===== src/design/rnbs_pkg.sv =====
/*
 Constants, types and carriers for the radio network bid scheduler.
 Assumes a single 200 MHz clock and an AXI4-Lite register master.
*/
package rnbs_pkg;
   localparam int AXI_AW = 8;
   localparam logic [7:0] REG_CTRL = 8'h00;
   localparam logic [7:0] REG_DROP = 8'h04;
   localparam logic [7:0] REG_BID = 8'h08;
   localparam logic [7:0] REG_REPLY = 8'h0c;
   localparam logic [7:0] REG_IVL = 8'h10;
   localparam logic [7:0] REG_STAT = 8'h14;
   localparam int CTRL_MASTER_BIT = 0;
   localparam int CTRL_MDIS_BIT = 1;
   localparam int CTRL_CLR_BIT = 2;
   localparam logic [2:0] CTRL_RST = 3'h0;
   localparam logic [6:0] DROP_RST = 7'h00;
   localparam logic [8:0] BID_RST = 9'h000;
   localparam logic [15:0] REPLY_RST = 16'h00c8;
   localparam logic [15:0] IVL_RST = 16'h000a;
   localparam int STAT_DROP_LSB = 0;
   localparam int STAT_CNT_LSB = 8;
   localparam int STAT_NRM_LSB = 12;
   localparam int STAT_MST_LSB = 20;
   localparam int STAT_SLV_LSB = 25;
   localparam logic [1:0] RESP_OKAY = 2'h0;
   localparam logic [1:0] RESP_SLVERR = 2'h2;
   // Timer unit is 10 ms
   localparam longint TICK_NS = 10000000;
   localparam longint CLK_PERIOD_NS = 5;
   localparam int unsigned TICK_CYCLES = int'(TICK_NS / CLK_PERIOD_NS);
   localparam logic [8:0] BID_AUTO_BASE = 9'h064;
   localparam logic [8:0] BID_CONT_BASE = 9'h0c8;
   localparam logic [8:0] BID_LOOP_BASE = 9'h12c;
   localparam logic [8:0] BID_LIMIT = 9'h190;
   localparam logic [7:0] ROUTE_RPT_OFS = 8'h64;
   localparam logic [7:0] BC_ALL_EVEN = 8'hfe;
   localparam logic [7:0] BC_ALL_ODD = 8'hfd;
   localparam logic [7:0] BC_DECADE_LO = 8'he9;
   localparam logic [6:0] DROP_DECADE = 7'h0a;
   localparam int CMD_DEPTH = 8;
   localparam int CMD_PTR_W = 3;
   localparam logic [3:0] CMD_DEPTH_C = 4'h8;

   typedef enum logic [4:0] {
      M_IDLE = 5'b00001,
      M_BID = 5'b00010,
      M_WAIT = 5'b00100,
      M_IVL = 5'b01000,
      M_NORMAL = 5'b10000
   } rnbs_mst_st_t;
   typedef enum logic [1:0] {
      S_IDLE = 2'b01,
      S_TXN = 2'b10
   } rnbs_slv_st_t;
   typedef enum logic [1:0] {
      BM_SINGLE = 2'h0,
      BM_AUTO = 2'h1,
      BM_CONT = 2'h2,
      BM_LOOP = 2'h3
   } rnbs_bid_mode_t;

   // Frame header seen on the remote_network_port
   typedef struct packed {
      logic vld;
      logic is_bid;
      logic [7:0] hop;
      logic last254;
   } rnbs_rx_t;
   typedef struct packed {
      logic vld;
      logic [7:0] tag;
   } rnbs_loc_t;
   typedef struct packed {
      logic bid;
      logic [6:0] drop;
      logic nrm_send;
   } rnbs_mtx_t;
   typedef struct packed {
      logic go;
      logic [7:0] tag;
      logic busy;
   } rnbs_stx_t;
endpackage


===== src/design/rnbs_top.sv =====
/*
 Bid scheduler and route filter for the remote_network_port, master or slave role,
 with an AXI4-Lite register slave.
 Assumes frame headers and transaction-done events are delivered synchronously
 by the port's framing logic.
*/
`timescale 1ns/1ps
module rnbs_top import rnbs_pkg::*; #(
   parameter int unsigned TICK_CYC = TICK_CYCLES
) (
   input wire logic aclk,
   input wire logic aresetn,
   input wire logic ce,
   input wire logic s_axi_awvalid,
   output logic s_axi_awready,
   input wire logic [AXI_AW-1:0] s_axi_awaddr,
   input wire logic s_axi_wvalid,
   output logic s_axi_wready,
   input wire logic [31:0] s_axi_wdata,
   input wire logic [3:0] s_axi_wstrb,
   output logic s_axi_bvalid,
   input wire logic s_axi_bready,
   output logic [1:0] s_axi_bresp,
   input wire logic s_axi_arvalid,
   output logic s_axi_arready,
   input wire logic [AXI_AW-1:0] s_axi_araddr,
   output logic s_axi_rvalid,
   input wire logic s_axi_rready,
   output logic [31:0] s_axi_rdata,
   output logic [1:0] s_axi_rresp,
   input wire rnbs_rx_t link_rx,
   input wire logic link_txn_done,
   input wire logic nrm_arrive,
   input wire rnbs_loc_t loc_msg,
   output logic loc_ready,
   output rnbs_mtx_t mst_tx,
   output rnbs_stx_t slv_tx,
   output logic deliver,
   output logic forward,
   output logic bcast,
   output logic bcast_ports
);
   logic aw_got_r, w_got_r, awready_r, wready_r, bvalid_r, arready_r, rvalid_r;
   logic [AXI_AW-1:0] awaddr_r;
   logic [31:0] wdata_r, wmask, wmask_r, rd_mux, rdata_r;
   logic [1:0] bresp_r, rresp_r;
   logic wr_commit, wr_map, rd_map;
   logic [2:0] ctrl_r;
   logic [6:0] drop_r;
   logic [8:0] bid_val_r;
   logic [15:0] reply_r, ivl_r;
   logic bid_req_r, bid_take;
   rnbs_mst_st_t mst_st_r, mst_nxt;
   rnbs_slv_st_t slv_st_r, slv_nxt;
   rnbs_bid_mode_t mode_r, mode_nxt, req_mode;
   logic [6:0] cur_r, cur_nxt, start_r, start_nxt, req_drop;
   logic ret_ivl_r, ret_ivl_nxt, m_bid, m_send;
   logic [7:0] nrm_cnt_r;
   logic [31:0] pres_r;
   logic [15:0] units_r, tmr_units;
   logic tmr_run_r, tmr_done, tmr_load, tmr_pause;
   logic [7:0] cmd_mem [CMD_DEPTH];
   logic [CMD_PTR_W-1:0] wr_ptr_r, rd_ptr_r;
   logic [3:0] cnt_r, cnt_nxt;
   logic push, pop, is_master, clr;
   logic own_bid, rpt_hop, own_hop, bc_hit;
   rnbs_mtx_t mtx_r;
   rnbs_stx_t stx_r;
   logic loc_ready_r, deliver_r, forward_r, bcast_r, bports_r;

   assign is_master = ctrl_r[CTRL_MASTER_BIT];
   assign clr = ctrl_r[CTRL_CLR_BIT];

   // AXI4-Lite write: address and data taken in either order
   assign wr_commit = aw_got_r && w_got_r && !bvalid_r;
   assign wmask = {{8{s_axi_wstrb[3]}}, {8{s_axi_wstrb[2]}}, {8{s_axi_wstrb[1]}},
                   {8{s_axi_wstrb[0]}}};
   assign wr_map = (awaddr_r == REG_CTRL) || (awaddr_r == REG_DROP) || (awaddr_r == REG_BID)
                   || (awaddr_r == REG_REPLY) || (awaddr_r == REG_IVL)
                   || (awaddr_r == REG_STAT);
   assign rd_map = (s_axi_araddr == REG_CTRL) || (s_axi_araddr == REG_DROP)
                   || (s_axi_araddr == REG_BID) || (s_axi_araddr == REG_REPLY)
                   || (s_axi_araddr == REG_IVL) || (s_axi_araddr == REG_STAT);

   always_ff @(posedge aclk) begin
      if (!aresetn) begin
         aw_got_r <= 1'b0;
         awready_r <= 1'b0;
         awaddr_r <= '0;
      end else if (ce) begin
         if (s_axi_awvalid && awready_r) begin
            aw_got_r <= 1'b1;
            awready_r <= 1'b0;
            awaddr_r <= s_axi_awaddr;
         end else if (wr_commit) begin
            aw_got_r <= 1'b0;
         end else if (!aw_got_r && !bvalid_r) begin
            awready_r <= 1'b1;
         end
      end
   end

   always_ff @(posedge aclk) begin
      if (!aresetn) begin
         w_got_r <= 1'b0;
         wready_r <= 1'b0;
         wdata_r <= '0;
         wmask_r <= '0;
      end else if (ce) begin
         if (s_axi_wvalid && wready_r) begin
            w_got_r <= 1'b1;
            wready_r <= 1'b0;
            wdata_r <= s_axi_wdata & wmask;
            // Strobes only mean something while wvalid stands, so keep them
            wmask_r <= wmask;
         end else if (wr_commit) begin
            w_got_r <= 1'b0;
         end else if (!w_got_r && !bvalid_r) begin
            wready_r <= 1'b1;
         end
      end
   end

   always_ff @(posedge aclk) begin
      if (!aresetn) begin
         bvalid_r <= 1'b0;
         bresp_r <= RESP_OKAY;
      end else if (ce) begin
         if (wr_commit) begin
            bvalid_r <= 1'b1;
            bresp_r <= wr_map ? RESP_OKAY : RESP_SLVERR;
         end else if (s_axi_bready) begin
            bvalid_r <= 1'b0;
         end
      end
   end

   // Byte lanes not strobed keep their old value: wdata_r is pre-masked
   always_ff @(posedge aclk) begin
      if (!aresetn) begin
         ctrl_r <= CTRL_RST;
         drop_r <= DROP_RST;
         bid_val_r <= BID_RST;
         reply_r <= REPLY_RST;
         ivl_r <= IVL_RST;
      end else if (ce && wr_commit) begin
         if (awaddr_r == REG_CTRL) begin
            ctrl_r <= ctrl_r & ~wmask_r[2:0] | wdata_r[2:0];
         end else if (awaddr_r == REG_DROP) begin
            drop_r <= drop_r & ~wmask_r[6:0] | wdata_r[6:0];
         end else if (awaddr_r == REG_BID) begin
            bid_val_r <= bid_val_r & ~wmask_r[8:0] | wdata_r[8:0];
         end else if (awaddr_r == REG_REPLY) begin
            reply_r <= reply_r & ~wmask_r[15:0] | wdata_r[15:0];
         end else if (awaddr_r == REG_IVL) begin
            ivl_r <= ivl_r & ~wmask_r[15:0] | wdata_r[15:0];
         end
      end
   end

   // A new bid write wins over the master taking the previous one
   always_ff @(posedge aclk) begin
      if (!aresetn) begin
         bid_req_r <= 1'b0;
      end else if (ce) begin
         if (wr_commit && awaddr_r == REG_BID && (wdata_r[8:0] | bid_val_r & ~wmask_r[8:0])
             < BID_LIMIT) begin
            bid_req_r <= 1'b1;
         end else if (bid_take) begin
            bid_req_r <= 1'b0;
         end
      end
   end

   always_comb begin
      rd_mux = 32'h0;
      if (s_axi_araddr == REG_CTRL) begin
         rd_mux = {29'h0, ctrl_r};
      end else if (s_axi_araddr == REG_DROP) begin
         rd_mux = {25'h0, drop_r};
      end else if (s_axi_araddr == REG_BID) begin
         rd_mux = {23'h0, bid_val_r};
      end else if (s_axi_araddr == REG_REPLY) begin
         rd_mux = {16'h0, reply_r};
      end else if (s_axi_araddr == REG_IVL) begin
         rd_mux = {16'h0, ivl_r};
      end else if (s_axi_araddr == REG_STAT) begin
         rd_mux[STAT_DROP_LSB +: 7] = cur_r;
         rd_mux[STAT_CNT_LSB +: 4] = cnt_r;
         rd_mux[STAT_NRM_LSB +: 8] = nrm_cnt_r;
         rd_mux[STAT_MST_LSB +: 5] = mst_st_r;
         rd_mux[STAT_SLV_LSB +: 2] = slv_st_r;
      end
   end

   always_ff @(posedge aclk) begin
      if (!aresetn) begin
         arready_r <= 1'b0;
         rvalid_r <= 1'b0;
         rdata_r <= '0;
         rresp_r <= RESP_OKAY;
      end else if (ce) begin
         if (s_axi_arvalid && arready_r) begin
            arready_r <= 1'b0;
            rvalid_r <= 1'b1;
            rdata_r <= rd_mux;
            rresp_r <= rd_map ? RESP_OKAY : RESP_SLVERR;
         end else if (rvalid_r && s_axi_rready) begin
            rvalid_r <= 1'b0;
         end else if (!rvalid_r) begin
            arready_r <= 1'b1;
         end
      end
   end

   // Shared 10 ms timer; roles are exclusive so one is enough
   assign tmr_done = tmr_run_r && (units_r == 16'h0);
   always_ff @(posedge aclk) begin
      if (!aresetn) begin
         pres_r <= '0;
         units_r <= '0;
         tmr_run_r <= 1'b0;
      end else if (ce) begin
         if (tmr_load) begin
            pres_r <= '0;
            units_r <= tmr_units;
            tmr_run_r <= 1'b1;
         end else if (tmr_run_r && !tmr_done && !tmr_pause) begin
            if (pres_r == 32'(TICK_CYC - 1)) begin
               pres_r <= '0;
               units_r <= units_r - 16'h1;
            end else begin
               pres_r <= pres_r + 32'h1;
            end
         end
      end
   end

   always_comb begin
      req_mode = BM_LOOP;
      req_drop = 7'(bid_val_r - BID_LOOP_BASE);
      if (bid_val_r < BID_AUTO_BASE) begin
         req_mode = BM_SINGLE;
         req_drop = 7'(bid_val_r);
      end else if (bid_val_r < BID_CONT_BASE) begin
         req_mode = BM_AUTO;
         req_drop = 7'(bid_val_r - BID_AUTO_BASE);
      end else if (bid_val_r < BID_LOOP_BASE) begin
         req_mode = BM_CONT;
         req_drop = 7'(bid_val_r - BID_CONT_BASE);
      end
   end

   // Master bid sequencer
   always_comb begin
      mst_nxt = mst_st_r;
      mode_nxt = mode_r;
      cur_nxt = cur_r;
      start_nxt = start_r;
      ret_ivl_nxt = ret_ivl_r;
      m_bid = 1'b0;
      m_send = 1'b0;
      bid_take = 1'b0;
      tmr_load = 1'b0;
      tmr_units = reply_r;
      tmr_pause = is_master && mst_st_r == M_NORMAL;
      case (mst_st_r)
         M_IDLE: begin
            if (!is_master || ctrl_r[CTRL_MDIS_BIT]) begin
               mst_nxt = M_IDLE;
            end else if (nrm_cnt_r != 8'h0) begin
               m_send = 1'b1;
               ret_ivl_nxt = 1'b0;
               mst_nxt = M_NORMAL;
            end else if (bid_req_r) begin
               bid_take = 1'b1;
               mode_nxt = req_mode;
               cur_nxt = req_drop;
               start_nxt = req_drop;
               mst_nxt = M_BID;
            end
         end
         M_BID: begin
            m_bid = 1'b1;
            tmr_load = 1'b1;
            mst_nxt = M_WAIT;
         end
         M_WAIT: begin
            // Normal traffic stays queued here while the bid is open
            if (link_txn_done || tmr_done) begin
               tmr_load = 1'b1;
               tmr_units = ivl_r;
               mst_nxt = M_IVL;
            end
         end
         M_IVL: begin
            if (nrm_cnt_r != 8'h0) begin
               m_send = 1'b1;
               ret_ivl_nxt = 1'b1;
               mst_nxt = M_NORMAL;
            end else if (tmr_done) begin
               mst_nxt = M_BID;
               if (bid_req_r && !ctrl_r[CTRL_MDIS_BIT]) begin
                  bid_take = 1'b1;
                  mode_nxt = req_mode;
                  cur_nxt = req_drop;
                  start_nxt = req_drop;
               end else if (!is_master || ctrl_r[CTRL_MDIS_BIT] || mode_r == BM_SINGLE) begin
                  mst_nxt = M_IDLE;
               end else if (mode_r == BM_AUTO) begin
                  if (cur_r == 7'h0) begin
                     mst_nxt = M_IDLE;
                  end else begin
                     cur_nxt = cur_r - 7'h1;
                  end
               end else if (mode_r == BM_LOOP) begin
                  cur_nxt = (cur_r == 7'h0) ? start_r : cur_r - 7'h1;
               end
               // Continuous single mode keeps cur_r
            end
         end
         M_NORMAL: begin
            if (link_txn_done) begin
               mst_nxt = ret_ivl_r ? M_IVL : M_IDLE;
            end
         end
         default: mst_nxt = M_IDLE;
      endcase
      if (!is_master) begin
         tmr_load = slv_st_r == S_IDLE && slv_nxt == S_TXN;
         tmr_units = reply_r;
      end
   end

   always_ff @(posedge aclk) begin
      if (!aresetn) begin
         mst_st_r <= M_IDLE;
         mode_r <= BM_SINGLE;
         cur_r <= 7'h0;
         start_r <= 7'h0;
         ret_ivl_r <= 1'b0;
         mtx_r <= '0;
      end else if (ce) begin
         mst_st_r <= mst_nxt;
         mode_r <= mode_nxt;
         cur_r <= cur_nxt;
         start_r <= start_nxt;
         ret_ivl_r <= ret_ivl_nxt;
         mtx_r.bid <= m_bid;
         mtx_r.nrm_send <= m_send;
         if (m_bid) begin
            mtx_r.drop <= cur_r;
         end
      end
   end

   // Queued master traffic; saturates rather than wrap
   always_ff @(posedge aclk) begin
      if (!aresetn) begin
         nrm_cnt_r <= 8'h0;
      end else if (ce) begin
         if (nrm_arrive && !m_send && nrm_cnt_r != 8'hff) begin
            nrm_cnt_r <= nrm_cnt_r + 8'h1;
         end else if (m_send && !nrm_arrive) begin
            nrm_cnt_r <= nrm_cnt_r - 8'h1;
         end
      end
   end

   // Slave route decode
   assign own_hop = link_rx.hop == {1'b0, drop_r};
   assign rpt_hop = link_rx.hop == 8'({1'b0, drop_r} + ROUTE_RPT_OFS);
   assign own_bid = !is_master && link_rx.vld && link_rx.is_bid && own_hop;
   assign bc_hit = link_rx.hop == BC_ALL_EVEN || link_rx.hop == BC_ALL_ODD
                   || (link_rx.hop >= BC_DECADE_LO && link_rx.hop < BC_ALL_ODD
                   && 4'((link_rx.hop - BC_DECADE_LO) >> 1) == 4'(drop_r / DROP_DECADE));

   // Indirect bids (hop drop+100) never reach own_bid
   always_comb begin
      slv_nxt = slv_st_r;
      pop = 1'b0;
      case (slv_st_r)
         S_IDLE: begin
            if (own_bid && cnt_r != 4'h0 && !clr) begin
               pop = 1'b1;
               slv_nxt = S_TXN;
            end
         end
         S_TXN: begin
            if (link_txn_done || tmr_done || is_master) begin
               slv_nxt = S_IDLE;
            end
         end
         default: slv_nxt = S_IDLE;
      endcase
   end

   assign push = loc_msg.vld && loc_ready_r && !is_master;
   assign cnt_nxt = cnt_r + {3'h0, push} - {3'h0, pop};

   always_ff @(posedge aclk) begin
      if (!aresetn) begin
         wr_ptr_r <= '0;
         rd_ptr_r <= '0;
         cnt_r <= 4'h0;
         loc_ready_r <= 1'b0;
      end else if (ce) begin
         if (clr) begin
            wr_ptr_r <= '0;
            rd_ptr_r <= '0;
            cnt_r <= 4'h0;
            loc_ready_r <= 1'b0;
         end else begin
            wr_ptr_r <= wr_ptr_r + CMD_PTR_W'(push);
            rd_ptr_r <= rd_ptr_r + CMD_PTR_W'(pop);
            cnt_r <= cnt_nxt;
            loc_ready_r <= !is_master && cnt_nxt < CMD_DEPTH_C;
         end
      end
   end

   always_ff @(posedge aclk) begin
      if (ce && push) begin
         cmd_mem[wr_ptr_r] <= loc_msg.tag;
      end
   end

   always_ff @(posedge aclk) begin
      if (!aresetn) begin
         slv_st_r <= S_IDLE;
         stx_r <= '0;
         deliver_r <= 1'b0;
         forward_r <= 1'b0;
         bcast_r <= 1'b0;
         bports_r <= 1'b0;
      end else if (ce) begin
         slv_st_r <= slv_nxt;
         stx_r.go <= pop;
         stx_r.busy <= slv_nxt == S_TXN;
         if (pop) begin
            stx_r.tag <= cmd_mem[rd_ptr_r];
         end
         deliver_r <= !is_master && link_rx.vld && !link_rx.is_bid && own_hop;
         forward_r <= !is_master && link_rx.vld && !link_rx.is_bid && rpt_hop;
         bcast_r <= !is_master && link_rx.vld && !link_rx.is_bid && bc_hit;
         bports_r <= !is_master && link_rx.vld && !link_rx.is_bid && bc_hit
                     && link_rx.last254;
      end
   end

   assign s_axi_awready = awready_r;
   assign s_axi_wready = wready_r;
   assign s_axi_bvalid = bvalid_r;
   assign s_axi_bresp = bresp_r;
   assign s_axi_arready = arready_r;
   assign s_axi_rvalid = rvalid_r;
   assign s_axi_rdata = rdata_r;
   assign s_axi_rresp = rresp_r;
   assign loc_ready = loc_ready_r;
   assign mst_tx = mtx_r;
   assign slv_tx = stx_r;
   assign deliver = deliver_r;
   assign forward = forward_r;
   assign bcast = bcast_r;
   assign bcast_ports = bports_r;
endmodule // rnbs_top


===== config.mk =====
export PLATFORM = sky130hd
export DESIGN_NAME = rnbs_top
export DESIGN_NICKNAME = d
export VERILOG_FILES = /design/src/design/rnbs_pkg.sv /design/src/design/rnbs_top.sv
export SDC_FILE = /design/constraint.sdc
export NUM_CORES = 1
export LEC_CHECK = 0
export ABC_AREA = 1
export BUFFER_PORTS_ARGS = -buffer_cell sky130_fd_sc_hd__buf_2
export CAP_MARGIN = 30
export CELL_PAD_IN_SITES_DETAIL_PLACEMENT = 1
export CELL_PAD_IN_SITES_GLOBAL_PLACEMENT = 2
export CORE_MARGIN = 2
export CORE_UTILIZATION = 35
export CTS_CLUSTER_SIZE = 12
export DETAILED_ROUTE_END_ITERATION = 10
export GPL_ROUTABILITY_DRIVEN = 1
export PLACE_DENSITY_LB_ADDON = 0.1
export SLEW_MARGIN = 20
export SYNTH_ARGS = -nofsm -noshare
export SYNTH_HDL_FRONTEND = slang
export SYNTH_SLANG_ARGS = --single-unit

===== constraint.sdc =====
create_clock -name aclk -period 3.1 [get_ports aclk]
set_input_delay 0.31 -clock aclk [delete_from_list [all_inputs] [get_ports aclk]]
set_output_delay 0.31 -clock aclk [all_outputs]
set_load 0.1 [all_outputs]

---- Word-level counts from Yosys, hierarchy flattened ----
Memories as Yosys holds them, arrays and structs flattened. A register that Yosys moved wholly into a read port is not among the register bits.
Cells that the tools add are included.
cells by class
  add/sub/neg operators ................... 14
  multiply operators ...................... 0
  divide/modulo/power cells ............... 1
  $lt $le $gt $ge ......................... 7
  equal/unequal tests ..................... 46
  shift-type cells ........................ 0
  multiplexer cells ....................... 111
  bitwise gates (word level) .............. 19
  reductions and logical operators ........ 109
operators by type and width
  operator                                                           number
  7-bit 2-to-1 mux                                                   19
  27-bit 2-to-1 mux                                                  4
  16-bit 2-to-1 mux                                                  6
  32-bit 2-to-1 mux                                                  3
  16-bit bitwise AND                                                 3
  1-bit 2-to-1 mux                                                   39
  19-bit 2-to-1 mux                                                  2
  1-bit logical AND                                                  36
  5-bit 2-to-1 mux                                                   7
  32-bit by 1-bit adder with 32-bit output, second input constant    1
  32-bit by 21-bit == test with 1-bit output, second input constant  1
  8-bit by 4-bit == test with 1-bit output, second input constant    4
  8-bit by 5-bit == test with 1-bit output, second input constant    4
  2-bit 2-to-1 mux                                                   16
  16-bit bitwise OR                                                  2
  2-bit AND reduction                                                15
  7-bit one-hot mux with 2 select lines                              2
  5-bit one-hot mux with 5 select lines                              1
  2-bit != test, second input constant                               11
  2-bit nonzero test                                                 11
  9-bit less-than comparator, second input constant                  2
  8-bit by 3-bit == test with 1-bit output, second input constant    2
  8-bit == test, second input constant                               2
  16-bit zero test                                                   1
  other kinds (60)                                                   113
storage, ports and cells
  register bits ........................... 235
  bits in latches ......................... 0
  RAM bits ................................ 64
  memory bits (read-only) ................. 0
  output and inout bits ................... 65
  logic and storage cells ................. 350
  memories ................................ 1
memories
  name     depth  bits a word  rd ports  clocked after Yosys merged registers in  wr ports  line            text
  cmd_mem  8      8            1         1                                        1         rnbs_top.sv:62  logic [7:0] cmd_mem [CMD_DEPTH];

---- Logic depth before layout (Yosys ltp) ----
Gate-level depths: netlist (run 1).
  depth after elaboration ................. 13
  gate-level depth with buffers ........... 19
  mapped depth without buffers ............ 18

---- Least setup slack after synthesis (run 1) ----
OpenSTA, ideal clock, no wires.
  kind .................................... register to register
  start ................................... reg ctrl_r[0]
  end ..................................... reg nrm_cnt_r[7]
  setup time .............................. 118 ps
  data arrival time ....................... 2,599 ps
  data required time ...................... 2,982 ps
  path slack .............................. 383 ps
  stages on the path, launching flop included .. 18
  path buffers ............................ 0
  clock period less this slack ............ 2,717 ps
  cells stage by stage .................... dfxtp_1 inv_2 nor2_1 inv_1 o21a_1 o211ai_2 ha_1 a21oi_1 nand2_1 nand2_1 nand2_1 a21oi_1 o21ai_0 a21oi_1 xor2_1 nor2_1 o21ai_0 nor2_1
between the ends
  longest elaborated chain between the ends .. 9
  elaborated cells between the ends (all ways) .. 11
  those cells by class .................... 3 x mux; 8 x reduce/logical
RTL lines
  item                                     line             text
  from (decl)                              rnbs_top.sv:48   logic [2:0] ctrl_r;
  from (signal assigned)                   rnbs_top.sv:148  ctrl_r <= ctrl_r & ~wmask_r[2:0] | wdata_r[2:0];
  1-bit zero test *                        rnbs_top.sv:269  if (!is_master || ctrl_r[CTRL_MDIS_BIT]) begin
  1-bit logical OR *                       rnbs_top.sv:269
  1-bit 2-to-1 mux *                       rnbs_top.sv:269
  1-bit one-hot mux with 2 select lines *  rnbs_top.sv:267  case (mst_st_r)
  1-bit zero test                          rnbs_top.sv:362  if (nrm_arrive && !m_send && nrm_cnt_r != 8'hff) begin
  1-bit logical AND (2 in series)          rnbs_top.sv:362
  2-bit nonzero test (no source line)      -
  2-bit AND reduction (no source line)     -
  to (signal assigned)                     rnbs_top.sv:363  nrm_cnt_r <= nrm_cnt_r + 8'h1;
  to (signal assigned)                     rnbs_top.sv:365  nrm_cnt_r <= nrm_cnt_r - 8'h1;
  to (decl)                                rnbs_top.sv:58   logic [7:0] nrm_cnt_r;
Every way passes the cells marked *; elsewhere a longest branch is shown, timed or not.
A chain may end at the register's enable or synchronous reset.

---- Worst setup path after layout (run 1) ----
  start ................................... reg nrm_cnt_r[4]
  end ..................................... reg nrm_cnt_r[7]
between the ends
  longest elaborated chain between the ends .. 9
  elaborated cells between the ends (all ways) .. 15
  those cells by class .................... 2 x add/sub; 1 x eq/ne; 5 x mux; 7 x reduce/logical
RTL lines
  item                                   line
  8-bit nonzero test                     rnbs_top.sv:271, rnbs_top.sv:297
  1-bit 2-to-1 mux                       rnbs_top.sv:271, rnbs_top.sv:297
  1-bit 2-to-1 mux                       rnbs_top.sv:269
  1-bit one-hot mux with 2 select lines  rnbs_top.sv:267
  1-bit zero test                        rnbs_top.sv:362
  1-bit logical AND (2 in series)        rnbs_top.sv:362
  2-bit nonzero test (no source line)    -
  2-bit AND reduction (no source line)   -
Parallel ways exist; a longest one is shown, timed or not. The select of a mux whose other input is x is not followed.

==> results of run 1 <==
-- worst max path at each step --
stage / slack [ns] / start / end
floorplan: 0.38 / ctrl_r[0]$_SDFFE_PN0P_ / nrm_cnt_r[7]$_SDFFE_PN0P_
global placement: 0.15 / nrm_cnt_r[4]$_SDFFE_PN0P_ / nrm_cnt_r[7]$_SDFFE_PN0P_
detailed placement: 0.03 / nrm_cnt_r[4]$_SDFFE_PN0P_ / nrm_cnt_r[7]$_SDFFE_PN0P_
CTS: 0.01 / nrm_cnt_r[4]$_SDFFE_PN0P_ / nrm_cnt_r[7]$_SDFFE_PN0P_
global route: 0.01 / nrm_cnt_r[5]$_SDFFE_PN0P_ / nrm_cnt_r[7]$_SDFFE_PN0P_
finish: 0.32 / nrm_cnt_r[4]$_SDFFE_PN0P_ / nrm_cnt_r[7]$_SDFFE_PN0P_
-- cell usage in the layout (no fill, tap or decap), drive strengths merged, types with 9 or more instances in the layout --
cell type | Yosys | routed
nand2 | 413 | 413
dfxtp | 229 | 229
xor2 | 51 | 51
nand3 | 95 | 95
o221ai | 20 | 20
edfxtp | 64 | 64
buf | 31 | 177
clkbuf | 60 | 47
nand4 | 41 | 41
nor4 | 16 | 16
o22ai | 35 | 35
a31oi | 17 | 17
o21ai | 127 | 127
ha | 30 | 30
nor2 | 203 | 203
a221o | 16 | 16
dlygate4sd3 | 0 | 9
xnor2 | 13 | 13
o211ai | 15 | 15
a21oi | 196 | 196
nor3 | 46 | 46
clkinv | 6 | 17
inv | 243 | 245
-- logic make-up (layout without fill, tap and decap cells) --
family / count (synthesis) / count (layout)
adders and majority gates: 32 / 32
buffers and inverters: 340 / 501
xor gates and xnor gates: 64 / 64
other: 1 / 7
DFF: 293 / 293
and+or+nand+nor: 822 / 822
AOI/OAI and AO/OA: 448 / 448
-- power by group --
group	switching [mW]	total, mW	internal, mW	leakage [nW]
Combinational	0.440	0.618	0.178	3.96
Clock	1.76	4.58	2.82	0.635
Sequential	0.0384	3.98	3.94	2.43
Total	2.24	9.18	6.94	7.03
-- flip-flops by register name (all words and copies together), names as in the netlist, 9 cells and up --
| name | flops |
|---|---|
| bid_val_r | 9 |
| cmd_mem | 64 |
| ivl_r | 16 |
| mst_tx | 9 |
| pres_r | 32 |
| reply_r | 16 |
| s_axi_rdata | 27 |
| slv_tx | 10 |
| units_r | 16 |
| wdata_r | 16 |
-- cell type report --
type,count,area [µm²]
fill,5207,24390
sequential,293,6510
timing repair buffer,186,1131
tap,539,674.4
clock buffer,47,1046
multi-input combinational,1373,7202
clock inverter,19,241.5
inverter,249,942.2
-- worst max-delay path, cell delays in order (launching register included) --
cell	delay (ns)
dfxtp_2	0.35
nor2_2	0.15
nand4_1	0.23
nand2_1	0.17
o21a_2	0.18
o211ai_4	0.11
ha_1	0.32
nand3_1	0.09
nand2_1	0.08
nand2_1	0.07
nand2_1	0.06
a21oi_2	0.18
o21ai_1	0.10
a21oi_2	0.16
xor2_1	0.19
nor2_1	0.06
o21ai_1	0.11
nor2_1	0.05
-- per-layer routing --
metal | wire (µm) | vias up
li1 | - | 6963
met1 | 23950 | 6798
met2 | 23360 | 225
met3 | 1706 | 71
met4 | 1176 | 0
met5 | 0 | -
-- repair_timing --
item | CTS | global route
hold buffers | 9 | 0
resized for setup | 0 | 15
buffers inserted | 0 | 2
hold endpoints to repair | 9 | 0
endpoints found under the setup margin | 0 | 3
-- stage by stage --
stage / util (%) / total power [mW]
2_1_floorplan: - / 4.451
3_3_place_gp: 38.68 / 4.640
3_5_place_dp: 38.68 / 4.653
4_1_cts: 41.95 / 9.273
5_1_grt: 42.12 / 9.517
6_report: 42.12 / 9.175
==> impl_results.md, run 1 <==
* Status: finished clean
* GRT Resource Usage Total at 22.79%
* R2R cell count at 17
* Final Hold Fails at 0
* Fin crit period at 2.780 ns
* Number of port buffers at 121
* Synth Area in Adders at 2.772%
* Syn Area/Cell at 7.493 µm²
* Skew final at 0.009867 ns
* P per Cell Area at 517.0 nW/µm²
* 1st-pass router iterations at 5
* Non-Filler Instances at 2706
* Syn. warnings at 0
* Clock Tree Buf Depth at 3
* Post-synthesis sequential area ratio at 43.41%
* Final wirelength at 50.19 mm
* # Max-Cap Violations at 0
* Top_reg_cell synth: dfxtp_1
* Post-synthesis instance area at 14990 µm²
* Clk_lat worst skew at 0.55 ns
* Inst Count DP at 2629
* Final instance area at 17750 µm²
* Die area at 44490 µm²
* Worst slack, placed at 0.03039 ns
* Net count, final at 2255
* Clk slew on worst S/H paths at 0.06 ns
* Crit Path Max Fanout at 5
* Setup-failing EPs final at 0
* Hold Path End: wdata_r[5]$_SDFFE_PN0P_
* #FFs+latches synth at 293
* Final period util at 89.69%
* Slew headroom at 40.70%
* Worst setup EP type: register
* Compound-Gate Fraction of Synth Area at 17.43%
* Via count at 14060
* R2R Setup Slk at 0.32 ns
* Hold crit path type: in2reg
* Antenna-violating nets left at 0
* Netlist cell types at 55
* Via density at 5.195
* Initial Util at 35.57%
* Ports at 147
* RR Endpoint: nrm_cnt_r[7]$_SDFFE_PN0P_
* Vias in the first global route at 14430
* Met2 track demand over resource at 38.33%
* DR iter-0 viols at 535
* Total core area at 42130 µm²
* Post-Synthesis Cells at 2000
* Die Wd at 210.9 µm
* RSZ-0062 raised after global routing: false
* Global-route wire length before repair at 80.06 mm
* Final Wtd Congestion at 0.8490
* Post-synth ARST share at 0%
* Share of layout cells above drive strength 1 at 13.75%
* CP arrival at 3.21 ns
* Antenna violations before repair at 0
* Largest family of logic cells by synthesized area: simple AND/OR/NAND/NOR gates
* CTS sink count at 293
* CP Class: reg2reg
* GRT overflow at 0
* Fin Setup TNS at 0 ns
* Hpwl dp at 36.50 mm
* Hold Path Origin: s_axi_wdata[5]
* Mux share of post-synthesis cell area at 0%
* R2R Path Start: nrm_cnt_r[4]$_SDFFE_PN0P_
* CTS tree: done
* Area Growth Syn to Fin at 18.42%
* Main area contributors after synthesis: dfxtp_1 31%, edfxtp_1 13%, nand2_1 10%, a21oi_1 6.3%, inv_1 5.9%
* Synth Area in XOR/XNOR at 3.740%
* Die height at 210.9 µm
* Peak VDD IR at 0.4464 mV
* GRT met1 Usage at 30.69%
* CP required at 3.53 ns
* Drt wl/cell at 18.55 µm
* Pleak at 7.026 nW
* Most numerous cell in the Yosys netlist: nand2_1
* Total CTS buffers at 38
* Setup crit start kind: register
* Cell taking the most area after synthesis: dfxtp_1
* Hold Crit Depth at 3
* Met3 Resource Use GR at 2.810%
* Final hold slack at 0.02639 ns
* Fmax at 359.7 MHz
* Setup WS post-layout at 0.3195 ns
* Diode count at 0
* DP Area at 16300 µm²
* Simple-Gate Fraction of Synth Area at 23.57%
* EDFF count, synth at 64
* GRT busiest layer: met2
* Worst-Margin Slew at 0.8895 ns
* DRC violations left at 0
* Top-area cell type share of the netlist area at 30.59%
* Num rows at 75
* Top cells by count, synth: 400 x nand2_1, 235 x inv_1, 229 x dfxtp_1, 199 x nor2_1, 188 x a21oi_1
* Largest net degree at the start of global routing at 85
* CTS H-tree depth at 2
* Pins over their slew limit at 0
* CTS root buffer: clkbuf_16
No activity file was read; power rests on OpenSTA's default activity.
==> inputs of run 2 (changes only) <==
--- a/config.mk
+++ b/config.mk
@@ -5,13 +5,12 @@
 export SDC_FILE = /design/constraint.sdc
 export NUM_CORES = 1
 export LEC_CHECK = 0
-export ABC_AREA = 1
 export BUFFER_PORTS_ARGS = -buffer_cell sky130_fd_sc_hd__buf_2
 export CAP_MARGIN = 30
 export CELL_PAD_IN_SITES_DETAIL_PLACEMENT = 1
 export CELL_PAD_IN_SITES_GLOBAL_PLACEMENT = 2
 export CORE_MARGIN = 2
-export CORE_UTILIZATION = 35
+export CORE_UTILIZATION = 37
 export CTS_CLUSTER_SIZE = 12
 export DETAILED_ROUTE_END_ITERATION = 10
 export GPL_ROUTABILITY_DRIVEN = 1
==> impl_results.md, run 2 <==
* Fmax at 348.0 MHz (-3.2%)
* RR Endpoint: nrm_cnt_r[7]$_SDFFE_PN0P_
* Psw at 2.084 mW (-6.9%)
* Clk_lat worst skew at 0.55 ns (about the same)
* Largest register FFs at 64 (unchanged)
* Worst setup EP type: register
* Total CTS buffers at 35 (-7.9%)
* Switch share at 23.49% (-0.92 points)
* Syn. warnings at 0 (unchanged)
* Via count at 12570 (-11%)
* Antenna violations before repair at 0 (unchanged)
* Post-synthesis sequential area ratio at 44.89% (+1.5 points)
* Final instance area at 17310 µm² (-2.5%)
* Most frequent cells in the layout: 229 x dfxtp_1, 180 x nor2_1, 124 x nand2_1, 121 x buf_2, 92 x a21oi_1
* R2R Setup Slk at 0.23 ns (-0.09 ns)
* Top_reg_cell synth: dfxtp_1
* P per Cell Area at 512.7 nW/µm² (-0.84%)
* RSZ-0062 raised after global routing: false
* Clock power frac at 49.2% (-0.7 points)
* Initial Util at 37.50% (+1.9 points)
* R2R Path Start: nrm_cnt_r[4]$_SDFFE_PN0P_
* Post-CTS Setup Bufs at 0 (unchanged)
* Slew headroom at 39.80% (-0.91 points)
* Syn Area/Cell at 9.399 µm² (+25%)
* Fill cells at 4446 (-15%)
* Post-synth ARST share at 0% (unchanged)
* Die Wd at 201.9 µm (-4.3%)
* Diode count at 0 (unchanged)
* Setup-failing EPs final at 0 (unchanged)
* DRC violations left at 0 (unchanged)
* EDFF count, synth at 64 (unchanged)
* Setup WS post-layout at 0.2266 ns (-0.09290 ns)
* Via density at 5.593 (+7.7%)
* Area Growth Syn to Fin at 19.42%
* Pleak at 6.582 nW (-6.3%)
* CP Class: reg2reg
* 1st-pass router iterations at 6 (+1)
* Ports at 147 (unchanged)
* CTS sink count at 293 (unchanged)
* FF+latch area at 6506 µm² (about the same)
* Post-synthesis instance area at 14490 µm² (-3.3%)
* Total core area at 38650 µm² (-8.3%)
* DP Area at 15870 µm² (-2.6%)
* Final Hold Fails at 0 (unchanged)
* Most common cell after layout, fill and taps aside: dfxtp_1
* Final period util at 92.69% (+3.0 points)
* Hold Path Origin: link_rx[0]
* Hpwl dp at 33.05 mm (-9.5%)
* Main area contributors after synthesis: dfxtp_1 32%, edfxtp_1 13%, nor2_1 4.7%, nand2_1 3.2%, a21oi_1 3.2%
* Peak VDD IR at 0.5400 mV (+21%)
* GRT Resource Usage Total at 23.00% (+0.21 points)
* #FFs+latches synth at 293 (unchanged)
* Pins over their slew limit at 0 (unchanged)
* Num rows at 72 (-4.0%)
* DR iter-0 viols at 630 (+18%)
* Drt wl/cell at 20.79 µm (+12%)
* Hold Crit Depth at 3 (unchanged)
* Final Wtd Congestion at 0.8272 (-2.6%)
* Total power at 8.872 mW (-3.3%)
* Fin crit period at 2.873 ns (+0.09290 ns)
* Share of layout cells above drive strength 1 at 18.90% (+5.2 points)
* Worst slack, placed at 0.05603 ns (+0.02565 ns)
* CP arrival at 3.28 ns (+0.07 ns)
* Flop pwr share at 44.6% (+1.2 points)
* Area occupied by multi-input gates at 7296 µm² (+1.3%)
* Netlist cell types at 100 (+82%)
* Pint at 6.788 mW (-2.1%)
* Clk slew on worst S/H paths at 0.06 ns (about the same)
* CTS tree: done
* Final wirelength at 46.73 mm (-6.9%)
* CTS H-tree depth at 2 (unchanged)
* Largest net degree at the start of global routing at 151 (+78%)
* Die area at 40770 µm² (-8.4%)
* Global-route wire length before repair at 73.75 mm (-7.9%)
* Net count, final at 1818 (-19%)
* Hold crit path type: in2reg
* Worst-Margin Slew at 0.9018 ns (+0.01236 ns)
* Die height at 201.9 µm (-4.3%)
* Status: finished clean
* Fin Setup TNS at 0 ns (unchanged)
* # Max-Cap Violations at 0 (unchanged)
* Post-Synthesis Cells at 1542 (-23%)
* Clock Tree Buf Depth at 3 (unchanged)
* Logic gate share of total power at 6.2% (-0.5 points)
* Largest Register: cmd_mem
* Vias in the first global route at 12880 (-11%)
* Final Core Density at 44.78% (+2.7 points)
* Top-area cell type share of the netlist area at 31.63% (+1.0 points)
* CTS root buffer: clkbuf_16
* CP required at 3.50 ns (-0.03 ns)
* Top cells by count, synth: 229 x dfxtp_1, 180 x nor2_1, 124 x nand2_1, 92 x a21oi_1, 69 x clkbuf_1
* Cell taking the most area after synthesis: dfxtp_1
* R2R cell count at 11 (-6)
* GRT overflow at 0 (unchanged)
* Number of port buffers at 121 (unchanged)
* Setup crit start kind: register
* Antenna-violating nets left at 0 (unchanged)
* Crit Path Max Fanout at 6 (+1)
* Hold Path End: bcast_ports$_SDFFE_PN0P_
* Skew final at 0.009474 ns (-0.0003934 ns)
* Most numerous cell in the Yosys netlist: dfxtp_1
-- run 2: changes by cell type in the layout (fill, tap and decap cells not counted), moves of 30 or more --
cell     previous run  this run
nand2_1           399       124
inv_1             234        43
a21oi_1           186        92
o21ai_0           114        54
a22oi_1             2        61
mux2i_1             0        36
xor2_1             51        17
nand4_1            41        11
-- run 2: timing repair --
action | in CTS | in global routing
setup endpoints to repair | 0 | 3
hold buffers | 21 | 0
resized for setup | 0 | 4
hold endpoints to repair | 21 | 0
-- run 2: power by group through the flow --
stage	sequential (mW)	clock (mW)	combinational, mW
2_1_floorplan	4.09	0	0.287
3_3_place_gp	4.04	0	0.519
3_5_place_dp	4.04	0	0.526
4_1_cts	3.96	4.49	0.550
5_1_grt	3.96	4.63	0.600
6_report	3.96	4.37	0.548
-- run 2: per-stage QoR --
stage | cells | hold slack (ns)
after floorplan | 1548 | 0.4089
after global placement | 2164 | 0.4313
after detailed placement | 2164 | 0.4427
after CTS | 2248 | 0.002426
after global routing | 2248 | 0.009272
final | 2248 | 0.02717
-- run 2: layout make-up --
type | instances | share of cell area [%]
multi-input combinational | 1102 | 42.16
sequential | 293 | 37.59
timing repair buffer | 228 | 8.589
clock buffer | 46 | 5.531
tap | 518 | 3.745
clock inverter | 17 | 1.417
inverter | 44 | 0.9688
-- run 2: how the worst max path moves through the flow --
stage / startpoint / endpoint / slack [ns] / cells after the start
3_3_place_gp: nrm_cnt_r[4]$_SDFFE_PN0P_ / nrm_cnt_r[7]$_SDFFE_PN0P_ / 0.03 / 11
3_5_place_dp: mst_st_r[1]$_SDFFE_PN0P_ / nrm_cnt_r[7]$_SDFFE_PN0P_ / 0.06 / 12
4_1_cts: nrm_cnt_r[4]$_SDFFE_PN0P_ / nrm_cnt_r[7]$_SDFFE_PN0P_ / 0.03 / 11
2_1_floorplan: mst_st_r[1]$_SDFFE_PN0P_ / nrm_cnt_r[7]$_SDFFE_PN0P_ / 0.06 / 13
5_1_grt: nrm_cnt_r[4]$_SDFFE_PN0P_ / nrm_cnt_r[7]$_SDFFE_PN0P_ / 0.01 / 11
6_report: nrm_cnt_r[4]$_SDFFE_PN0P_ / nrm_cnt_r[7]$_SDFFE_PN0P_ / 0.23 / 11
-- run 2: per-layer routing --
metal	wire length (µm)	share of wire (%)	track usage [%]
met3	1834	3.9	3.612
met5	0	0	0
met2	22330	48	38.23
met1	21630	46	31.01
met4	940	2.0	6.460
-- run 2: cells by family (layout without fill, tap and decap cells) --
logic type | after synthesis | count (layout) | share of synthesized area, %
DFF | 293 | 293 | 44.89
and+or+nand+nor | 570 | 570 | 19.80
other | 1 | 7 | 0.02588
adders and majority gates | 32 | 32 | 2.866
AOI/OAI and AO/OA | 388 | 388 | 18.85
muxes | 66 | 66 | 6.138
xor gates and xnor gates | 39 | 39 | 2.357
buffers and inverters | 153 | 335 | 5.076
-- run 2: critical path, cell delays in order, from the launching register on --
cell	delay, ns
dfxtp_1	0.31
or4_1	0.60
o22ai_2	0.23
nand2b_2	0.15
ha_1	0.30
a21oi_1	0.19
o211ai_1	0.16
o41ai_2	0.25
nor3b_1	0.20
o21ai_0	0.12
xor2_1	0.16
nor2_1	0.05
